File: src/rtl/port_pins_pkg.sv
package port_pins_pkg;

  localparam int NUM_PORTS = 6;
  localparam int PORT_WIDTH = 8;
  localparam int NUM_PINS = NUM_PORTS * PORT_WIDTH;
  localparam int ADDR_W = 6;
  localparam int REG_SEL_W = 3;
  localparam int PORT_SEL_W = 3;

  // Port index order as seen on the address bus and on the pin vectors.
  localparam logic [2:0] PORT_B = 3'h0;
  localparam logic [2:0] PORT_C = 3'h1;
  localparam logic [2:0] PORT_F = 3'h2;
  localparam logic [2:0] PORT_G = 3'h3;
  localparam logic [2:0] PORT_L = 3'h4;
  localparam logic [2:0] PORT_I = 3'h5;

  // Byte address = port index * 8 + register offset.
  localparam logic [2:0] REG_FUNC_SEL = 3'h0;
  localparam logic [2:0] REG_DIRECTION = 3'h1;
  localparam logic [2:0] REG_PIN_SAMPLE = 3'h2;
  localparam logic [2:0] REG_OUTPUT_LATCH = 3'h3;
  localparam logic [2:0] REG_PULLUP_SEL = 3'h4;
  localparam logic [2:0] REG_HYST_EN = 3'h5;

  localparam logic [7:0] FUNC_SEL_RST = 8'h00;
  localparam logic [7:0] DIRECTION_RST = 8'h00;
  localparam logic [7:0] PULLUP_SEL_RST = 8'h00;
  localparam logic [7:0] HYST_EN_RST = 8'h00;
  localparam logic [7:0] SAMPLE_RST = 8'h00;
  localparam logic [7:0] READ_ZERO = 8'h00;

endpackage

File: src/rtl/pin_sync.sv
`timescale 1ns/1ps
`default_nettype none
module pin_sync
  import port_pins_pkg::*;
(
  input wire logic sys_clk_i,
  input wire logic rst_i,
  input wire logic ce_i,
  input wire logic [NUM_PINS-1:0] pin_i,
  output logic [NUM_PINS-1:0] level_o
);

  logic [NUM_PINS-1:0] stage1_r;
  logic [NUM_PINS-1:0] stage2_r;
  logic [NUM_PINS-1:0] stage3_r;

  // Stage one feeds only stage two; a bit changes once stages two and three agree.
  always_ff @(posedge sys_clk_i) begin
    if (rst_i) begin
      stage1_r <= '0;
      stage2_r <= '0;
      stage3_r <= '0;
      level_o <= '0;
    end else if (ce_i) begin
      stage1_r <= pin_i;
      stage2_r <= stage1_r;
      stage3_r <= stage2_r;
      level_o <= (stage2_r & stage3_r) | (level_o & (stage2_r ^ stage3_r));
    end
  end

endmodule
`default_nettype wire

File: src/rtl/port_pin_cell.sv
`timescale 1ns/1ps
`default_nettype none
module port_pin_cell (
  input wire logic func_sel_i,
  input wire logic direction_i,
  input wire logic latch_i,
  input wire logic pullup_sel_i,
  input wire logic hyst_en_i,
  input wire logic periph_out_i,
  input wire logic periph_oe_i,
  output logic pad_out_o,
  output logic pad_oe_o,
  output logic pad_pullup_o,
  output logic pad_hyst_o
);

  always_comb begin
    if (func_sel_i) begin
      pad_oe_o = periph_oe_i;
      pad_out_o = periph_out_i & periph_oe_i;
      pad_pullup_o = 1'b0;
    end else begin
      // Undriven pads show a low data line so a never-written latch stays invisible.
      pad_oe_o = direction_i;
      pad_out_o = latch_i & direction_i;
      pad_pullup_o = pullup_sel_i & ~direction_i;
    end
    pad_hyst_o = hyst_en_i | func_sel_i;
  end

endmodule
`default_nettype wire

File: src/rtl/port_pins.sv
// Behaviour
// - Forty-eight pins in six ports of eight, each pin set up on its own.
// - All port registers are eight bits, read/write except sample; bit n is pin n.
// - Ports B and C have no function select and are always general purpose.
// - Function select 0: direction and latch drive the pad, pad feeds sample.
// - In general-purpose mode the input buffer opens only while sample is read.
// - Function select 1: peripheral drives data and enable; input buffer always on.
// - Reset clears every function select register to zero.
// - Direction 0 makes the pin an input, 1 enables the output buffer.
// - Reset clears every direction register to zero.
// - Reading sample returns present pin levels, allowed at any time.
// - Latch supplies the output level; writes change it, reads return last write.
// - Reset leaves the output latch unchanged; undefined after power-up.
// - Pull-up on only in general-purpose mode with buffer off; never in peripheral mode.
// - Reset clears every pull-up select register to zero.
// - Hysteresis applies when its enable bit is set or peripheral mode selected.
// - With latch zero, direction 1 pulls the pin low and 0 floats it.
`timescale 1ns/1ps
`default_nettype none
module port_pins
  import port_pins_pkg::*;
(
  input wire logic sys_clk_i,
  input wire logic rst_i,
  input wire logic ce_i,
  input wire logic [ADDR_W-1:0] bus_addr_i,
  input wire logic bus_wr_i,
  input wire logic bus_rd_i,
  input wire logic [PORT_WIDTH-1:0] bus_wdata_i,
  output logic [PORT_WIDTH-1:0] bus_rdata_o,
  output logic bus_rvalid_o,
  output logic bus_err_o,
  input wire logic [NUM_PINS-1:0] pin_in_i,
  output logic [NUM_PINS-1:0] pin_out_o,
  output logic [NUM_PINS-1:0] pin_oe_o,
  output logic [NUM_PINS-1:0] pin_pullup_o,
  output logic [NUM_PINS-1:0] pin_hyst_o,
  output logic [NUM_PINS-1:0] pin_in_en_o,
  input wire logic [NUM_PINS-1:0] periph_out_i,
  input wire logic [NUM_PINS-1:0] periph_oe_i,
  output logic [NUM_PINS-1:0] periph_in_o,
  output logic [NUM_PINS-1:0] periph_sel_o
);

  ////////////////////////////////////////////////////////////////////////////////
  // Address decode.

  logic [PORT_SEL_W-1:0] acc_port;
  logic [REG_SEL_W-1:0] acc_reg;
  logic port_valid;
  logic reg_valid;
  logic acc_hit;
  logic wr_go;
  logic rd_go;

  assign acc_port = bus_addr_i[ADDR_W-1:REG_SEL_W];
  assign acc_reg = bus_addr_i[REG_SEL_W-1:0];
  assign port_valid = (acc_port <= PORT_I);
  // Ports without a function select answer that offset as unmapped.
  always_comb begin
    case (acc_reg)
      REG_FUNC_SEL: begin
        reg_valid = (acc_port != PORT_B) && (acc_port != PORT_C);
      end
      REG_DIRECTION, REG_PIN_SAMPLE, REG_OUTPUT_LATCH, REG_PULLUP_SEL, REG_HYST_EN: begin
        reg_valid = 1'b1;
      end
      default: begin
        reg_valid = 1'b0;
      end
    endcase
  end
  assign acc_hit = port_valid && reg_valid;
  assign wr_go = ce_i && bus_wr_i && acc_hit;
  assign rd_go = ce_i && bus_rd_i;

  ////////////////////////////////////////////////////////////////////////////////
  // Pin input synchroniser.

  logic [NUM_PINS-1:0] pin_level;

  pin_sync u_pin_sync (
    .sys_clk_i(sys_clk_i),
    .rst_i(rst_i),
    .ce_i(ce_i),
    .pin_i(pin_in_i),
    .level_o(pin_level)
  );

  ////////////////////////////////////////////////////////////////////////////////
  // Per-port register file and pin cells.

  logic [PORT_WIDTH-1:0] func_sel_r [NUM_PORTS];
  logic [PORT_WIDTH-1:0] direction_r [NUM_PORTS];
  logic [PORT_WIDTH-1:0] latch_r [NUM_PORTS];
  logic [PORT_WIDTH-1:0] pullup_sel_r [NUM_PORTS];
  logic [PORT_WIDTH-1:0] hyst_en_r [NUM_PORTS];
  logic [PORT_WIDTH-1:0] sample_r [NUM_PORTS];
  logic [NUM_PORTS-1:0] sample_read;
  logic [PORT_WIDTH-1:0] port_rd [NUM_PORTS];
  logic [NUM_PINS-1:0] cell_out;
  logic [NUM_PINS-1:0] cell_oe;
  logic [NUM_PINS-1:0] cell_pullup;
  logic [NUM_PINS-1:0] cell_hyst;
  logic [NUM_PINS-1:0] sel_flat;

  genvar gp;
  genvar gb;
  generate
    for (gp = 0; gp < NUM_PORTS; gp++) begin : g_port
      localparam logic [2:0] PORT_ID = 3'(gp);
      localparam bit HAS_FUNC = (PORT_ID != PORT_B) && (PORT_ID != PORT_C);
      logic sel_port;
      logic wr_dir;
      logic wr_latch;
      logic wr_pullup;
      logic wr_hyst;
      logic [PORT_WIDTH-1:0] rd_byte;

      assign sel_port = (acc_port == PORT_ID);
      assign sample_read[gp] = bus_rd_i && sel_port && (acc_reg == REG_PIN_SAMPLE);

      // One strobe per register; a write to the sample offset raises none of them.
      assign wr_dir = wr_go && sel_port && (acc_reg == REG_DIRECTION);
      assign wr_latch = wr_go && sel_port && (acc_reg == REG_OUTPUT_LATCH);
      assign wr_pullup = wr_go && sel_port && (acc_reg == REG_PULLUP_SEL);
      assign wr_hyst = wr_go && sel_port && (acc_reg == REG_HYST_EN);

      if (HAS_FUNC) begin : g_func
        logic wr_func;

        assign wr_func = wr_go && sel_port && (acc_reg == REG_FUNC_SEL);
        always_ff @(posedge sys_clk_i) begin
          if (rst_i) begin
            func_sel_r[gp] <= FUNC_SEL_RST;
          end else if (wr_func) begin
            func_sel_r[gp] <= bus_wdata_i;
          end
        end
      end else begin : g_nofunc
        assign func_sel_r[gp] = FUNC_SEL_RST;
      end

      always_ff @(posedge sys_clk_i) begin
        if (rst_i) begin
          direction_r[gp] <= DIRECTION_RST;
        end else if (wr_dir) begin
          direction_r[gp] <= bus_wdata_i;
        end
      end

      // The latch has no reset branch: its content survives a device reset.
      always_ff @(posedge sys_clk_i) begin
        if (wr_latch) begin
          latch_r[gp] <= bus_wdata_i;
        end
      end

      always_ff @(posedge sys_clk_i) begin
        if (rst_i) begin
          pullup_sel_r[gp] <= PULLUP_SEL_RST;
        end else if (wr_pullup) begin
          pullup_sel_r[gp] <= bus_wdata_i;
        end
      end

      always_ff @(posedge sys_clk_i) begin
        if (rst_i) begin
          hyst_en_r[gp] <= HYST_EN_RST;
        end else if (wr_hyst) begin
          hyst_en_r[gp] <= bus_wdata_i;
        end
      end

      // Sample tracks the synchronised pins every enabled cycle; bus writes never reach it.
      always_ff @(posedge sys_clk_i) begin
        if (rst_i) begin
          sample_r[gp] <= SAMPLE_RST;
        end else if (ce_i) begin
          sample_r[gp] <= pin_level[gp*PORT_WIDTH +: PORT_WIDTH];
        end
      end

      // Each port offers its own read byte; the bus mux below only picks the port.
      always_comb begin
        case (acc_reg)
          REG_FUNC_SEL: begin
            rd_byte = func_sel_r[gp];
          end
          REG_DIRECTION: begin
            rd_byte = direction_r[gp];
          end
          REG_PIN_SAMPLE: begin
            rd_byte = sample_r[gp];
          end
          REG_OUTPUT_LATCH: begin
            rd_byte = latch_r[gp];
          end
          REG_PULLUP_SEL: begin
            rd_byte = pullup_sel_r[gp];
          end
          REG_HYST_EN: begin
            rd_byte = hyst_en_r[gp];
          end
          default: begin
            rd_byte = READ_ZERO;
          end
        endcase
      end
      assign port_rd[gp] = rd_byte;

      for (gb = 0; gb < PORT_WIDTH; gb++) begin : g_bit
        localparam int PIN = gp * PORT_WIDTH + gb;

        port_pin_cell u_cell (
          .func_sel_i(func_sel_r[gp][gb]),
          .direction_i(direction_r[gp][gb]),
          .latch_i(latch_r[gp][gb]),
          .pullup_sel_i(pullup_sel_r[gp][gb]),
          .hyst_en_i(hyst_en_r[gp][gb]),
          .periph_out_i(periph_out_i[PIN]),
          .periph_oe_i(periph_oe_i[PIN]),
          .pad_out_o(cell_out[PIN]),
          .pad_oe_o(cell_oe[PIN]),
          .pad_pullup_o(cell_pullup[PIN]),
          .pad_hyst_o(cell_hyst[PIN])
        );

        assign sel_flat[PIN] = func_sel_r[gp][gb];
        // Peripheral pins keep the buffer open; general pins open it only while their port's sample register is read.
        assign pin_in_en_o[PIN] = func_sel_r[gp][gb] | sample_read[gp];
      end
    end
  endgenerate

  ////////////////////////////////////////////////////////////////////////////////
  // Pad drivers.

  // Pad controls except the input enable are registered to keep glitches off the pins; this costs one cycle.
  always_ff @(posedge sys_clk_i) begin
    if (rst_i) begin
      pin_oe_o <= '0;
    end else if (ce_i) begin
      pin_oe_o <= cell_oe;
    end
  end

  always_ff @(posedge sys_clk_i) begin
    if (rst_i) begin
      pin_out_o <= '0;
    end else if (ce_i) begin
      pin_out_o <= cell_out;
    end
  end

  always_ff @(posedge sys_clk_i) begin
    if (rst_i) begin
      pin_pullup_o <= '0;
    end else if (ce_i) begin
      pin_pullup_o <= cell_pullup;
    end
  end

  always_ff @(posedge sys_clk_i) begin
    if (rst_i) begin
      pin_hyst_o <= '0;
    end else if (ce_i) begin
      pin_hyst_o <= cell_hyst;
    end
  end

  always_ff @(posedge sys_clk_i) begin
    if (rst_i) begin
      periph_sel_o <= '0;
    end else if (ce_i) begin
      periph_sel_o <= sel_flat;
    end
  end

  // Peripherals see the synchronised level only while their function is selected.
  always_ff @(posedge sys_clk_i) begin
    if (rst_i) begin
      periph_in_o <= '0;
    end else if (ce_i) begin
      periph_in_o <= pin_level & sel_flat;
    end
  end

  ////////////////////////////////////////////////////////////////////////////////
  // Read path.

  logic [PORT_WIDTH-1:0] rd_mux;
  logic [PORT_WIDTH-1:0] rdata_nxt;
  logic [PORT_WIDTH-1:0] rdata_r;
  logic rvalid_r;
  logic err_r;
  logic unmapped_acc;
  logic sample_wr;

  always_comb begin
    rd_mux = READ_ZERO;
    for (int p = 0; p < NUM_PORTS; p++) begin
      if (acc_port == 3'(p)) begin
        rd_mux = port_rd[p];
      end
    end
    rdata_nxt = acc_hit ? rd_mux : READ_ZERO;
  end

  always_ff @(posedge sys_clk_i) begin
    if (rst_i) begin
      rdata_r <= READ_ZERO;
    end else if (rd_go) begin
      rdata_r <= rdata_nxt;
    end
  end

  always_ff @(posedge sys_clk_i) begin
    if (rst_i) begin
      rvalid_r <= 1'b0;
    end else if (ce_i) begin
      rvalid_r <= bus_rd_i;
    end
  end

  // Error flags an unmapped access or a write aimed at a sample register.
  assign unmapped_acc = (bus_rd_i || bus_wr_i) && !acc_hit;
  assign sample_wr = bus_wr_i && acc_hit && (acc_reg == REG_PIN_SAMPLE);

  always_ff @(posedge sys_clk_i) begin
    if (rst_i) begin
      err_r <= 1'b0;
    end else if (ce_i) begin
      err_r <= unmapped_acc || sample_wr;
    end
  end

  assign bus_rdata_o = rdata_r;
  assign bus_rvalid_o = rvalid_r;
  assign bus_err_o = err_r;

endmodule
`default_nettype wire

File: config.mk
export PLATFORM = sky130hd
export DESIGN_NAME = port_pins
export DESIGN_NICKNAME = d
export VERILOG_FILES = /design/src/rtl/port_pins_pkg.sv /design/src/rtl/pin_sync.sv /design/src/rtl/port_pin_cell.sv /design/src/rtl/port_pins.sv
export SDC_FILE = /design/constraint.sdc
export NUM_CORES = 1
export LEC_CHECK = 0
export ABC_AREA = 1
export BUFFER_PORTS_ARGS = -buffer_cell sky130_fd_sc_hd__buf_2
export CAP_MARGIN = 5
export CORE_ASPECT_RATIO = 0.75
export CORE_MARGIN = 3
export CORE_UTILIZATION = 45
export DETAILED_ROUTE_END_ITERATION = 10
export PLACE_DENSITY = 0.69
export SYNTH_ARGS = -nofsm -noshare
export SYNTH_HDL_FRONTEND = slang
export SYNTH_SLANG_ARGS = --single-unit
export TNS_END_PERCENT = 1
File: constraint.sdc
create_clock -name sys_clk_i -period 2.7 [get_ports sys_clk_i]
set_clock_uncertainty 0.05 [all_clocks]
set_input_delay 0.27 -clock sys_clk_i [delete_from_list [all_inputs] [get_ports sys_clk_i]]
set_output_delay 0.27 -clock sys_clk_i [all_outputs]
set_load 0.1 [all_outputs]
==> flow_summary.yaml <==
drt:
  num_vias: 27000
  ant_nets: 0
  viasPerCell: 5.61
  drc_errors: 0
  routed_wl_mm: 110
  drt_iter0_drc: 3230
  first_pass_iters: 6
  wl_per_cell_um: 22.8
cells_and_area:
  final_util_pct: 57.8
  synthToLayoutAreaGrowth_pct: 25.4
  fillers: 5795
  fin_cells: 4806
  multiInputGateArea_um2: 10200
  layout-drive-gt1-share_pct: 17.8
  seqCellArea_um2: 17000
  nets: 4095
global_routing:
  overflow: 0
  antenna_found_initial: 6
  grt_use_total_pct: 30.9
  grt_max_degree: 212
  grt_pass1_wl_mm: 161
  first_global_vias: 25500
floorplan:
  ios: 509
  dieArea_um2: 69100
  die_h_um: 228
  coreArea_um2: 64500
  row_count: 80
  die_w_um: 303
  initial_core_util_pct: 46.1
place:
  place.gp.congestion: 0.969
  post-place-ws_ns: 0.161
  io_buffers: 444
  dp_cells: 4545
  hpwl_mm: 77.0
sta:
  worst_slack_ns: 0.251
  worst_slew_pin_slew_ns: 0.956
  grt_setup_unrepaired: "no"
  relSlewSlack_pct: 36.3
  max_freq_ghz: 0.408
  period_share_pct: 90.7
  setup_viol: 0
  whs_ns: 0.00907
  finalMaxSlewViolations: 0
  fin_crit_ns: 2.45
  hold_viol_final: 0
synthesis:
  synth_top_area_share_pct: 33.0
  yosysMostFrequentCell: "nand2_1"
  synth_edf_count: 240
  ys_ff_latch: 730
  synthTopCellsByArea: "dfxtp_1 (33%), edfxtp_1 (24%), o21ai_0 (7.7%)"
  synth_flop_cell: "dfxtp_1"
  yosysSeqAreaShare_pct: 57.3
  synthCells: 3369
  synth_area_um2: 29700
  synth_cell_types: 40
  yosysWarnings: 0
  yosysTopAreaCell: "dfxtp_1"
  async_flop_share_pct: 0
  avgSynthCellArea_um2: 8.82
  synth_common_cells: "nand2_1 (495), dfxtp_1 (490), o21ai_0 (456), nand3_1 (393), inv_1 (348)"
run_status:
  status: "finished, final reports clean"
clock_tree:
  clock_latency_ns: 0.63
  h-tree-depth: 3
  ctsHoldBuffers: 125
  clkTransAtPathRegs_ns: 0.06
  clockBufferDepth: 3
  clock_sink_count: 730
  cts_made_buffers: 72
  tritoncts: "done"
  cts_root_buffer: "clkbuf_16"
  cts-resized-gates: 0
  cts_setup_buffers: 0
hold_path:
  min_path_cells: 5
  hp-class: "in2reg"
  hold_end: "pin_oe_o[41]$_SDFFE_PP0P_"
  hp-start: "periph_oe_i[41]"
setup_path:
  worstSetupPathType: "in2out"
  arrival_ns: 2.13
  crit_fanout: 18
  r2r_cells: 4
  crit-reg2reg-launch: "func_sel_r[27]$_SDFFE_PP0P_"
  startpoint_type: "input pin"
  r2r_end: "pin_out_o[19]$_SDFFE_PP0P_"
  cp_data_required_time_ns: 2.38
  regToRegSetupSlack_ns: 0.76
  critPathCaptureType: "output port"
power_and_ir_drop:
  p_leak_nw: 16.1
  power_density_nw_per_um2: 685
  ir_worst_vdd_mv: 0.453
  finalPower_mw: 25.5
job:
  maxCapViolations: 0
## routing by layer
| layer | track usage (%) | vias up | wire [µm] |
|---|---|---|---|
| met5 | 0 | - | 23 |
| met4 | 11.8 | 4 | 4530 |
| met1 | 40.2 | 13000 | 42200 |
| met3 | 9.50 | 231 | 13500 |
| met2 | 48.2 | 1424 | 49500 |
| li1 | - | 12400 | - |
## layout by cell type (no fill, tap or decap), types with 5 or more instances in the layout
| cell type | count |
|---|---|
| clkinvlp_4 | 5 |
| edfxtp_1 | 240 |
| conb_1 | 32 |
| nor2_1 | 266 |
| buf_4 | 84 |
| nand3_1 | 393 |
| nand2_1 | 494 |
| clkinv_2 | 16 |
| o21ai_1 | 15 |
| clkinv_1 | 13 |
| dfxtp_1 | 490 |
| clkbuf_8 | 9 |
| o41ai_1 | 22 |
| o21ai_0 | 456 |
| buf_12 | 62 |
| a32o_1 | 5 |
| nand4_1 | 79 |
| clkbuf_16 | 81 |
| dlygate4sd3_1 | 125 |
| inv_1 | 347 |
| ha_1 | 49 |
| nor2_4 | 7 |
| clkbuf_1 | 9 |
| a32oi_1 | 32 |
| buf_2 | 396 |
| inv_2 | 11 |
| nand2_2 | 5 |
| o22ai_1 | 51 |
| o31ai_1 | 10 |
| a21oi_1 | 107 |
## logic make-up (layout without fill, tap and decap cells)
kind of cell,Yosys count,in the layout,share of synthesized area (%)
compound gates,702,702,13.0
fa+ha+maj,49,49,2.06
buf+inv,629,1171,8.97
flops,730,730,57.3
other cells,1,35,0.0126
simple gates,1258,1258,18.7
## through the flow
| step | TNS [ns] | area (µm²) |
|---|---|---|
| after floorplan | -1.76 | 29800 |
| after CTS | 0 | 37200 |
| after global routing | 0 | 37200 |
| after detailed placement | 0 | 33500 |
| final | 0 | 37200 |
| after global placement | 0 | 33500 |
## registers in the layout (all words and copies together), names as in the netlist
name and cells:
u_pin_sync.stage2_r 48, u_pin_sync.stage3_r 48, pin_out_o 48, bus_rdata_o 8
u_pin_sync.stage1_r 48, u_pin_sync.level_o 48, pin_hyst_o 48, func_sel_r 32
pullup_sel_r 48, hyst_en_r 48, periph_in_o 32, periph_sel_o 32
latch_r 48, pin_oe_o 48, bus_err_o 1, sample_r 48
pin_pullup_o 48, bus_rvalid_o 1, direction_r 48
## worst max-delay path by stage
stage / slack (ns) / depth (start not counted) / endpoint / from
finish: 0.25 / 8 / pin_in_en_o[21] / bus_addr_i[2]
global route: 0.21 / 8 / pin_in_en_o[22] / bus_addr_i[2]
CTS: 0.33 / 8 / pin_in_en_o[22] / bus_addr_i[2]
detailed placement: 0.16 / 12 / pullup_sel_r[2][2]$_SDFFCE_PN0P_ / bus_addr_i[1]
global placement: 0.17 / 10 / pullup_sel_r[4][3]$_SDFFCE_PN0P_ / bus_addr_i[1]
floorplan: -0.22 / 7 / pin_in_en_o[10] / bus_addr_i[0]
## worst max-delay path, cell delays in order
cell     delay, ns
buf_2         0.18
inv_4         0.22
nand3_2       0.14
nor2_1        0.11
buf_4         0.20
nand2_1       0.43
nand2_1       0.35
buf_12        0.21
## report_power, final
part / total (mW) / leakage (nW) / switching (mW) / internal (mW)
Sequential: 11.9 / 6.32 / 0.231 / 11.7
Clock: 10.5 / 1.21 / 4.46 / 5.99
Combinational: 3.14 / 8.54 / 2.51 / 0.631
## area by class of cell
cell class,count,share of cell area [%]
Multi-Input combinational cell,2041,27.3
Clock inverter,34,0.719
Timing Repair Buffer,667,13.7
Sequential cell,730,45.7
Inverter,371,3.81
Tap cell,861,2.89
Antenna cell,3,0.0202
Clock buffer,99,5.87
Power figures use the tool's default switching activity.
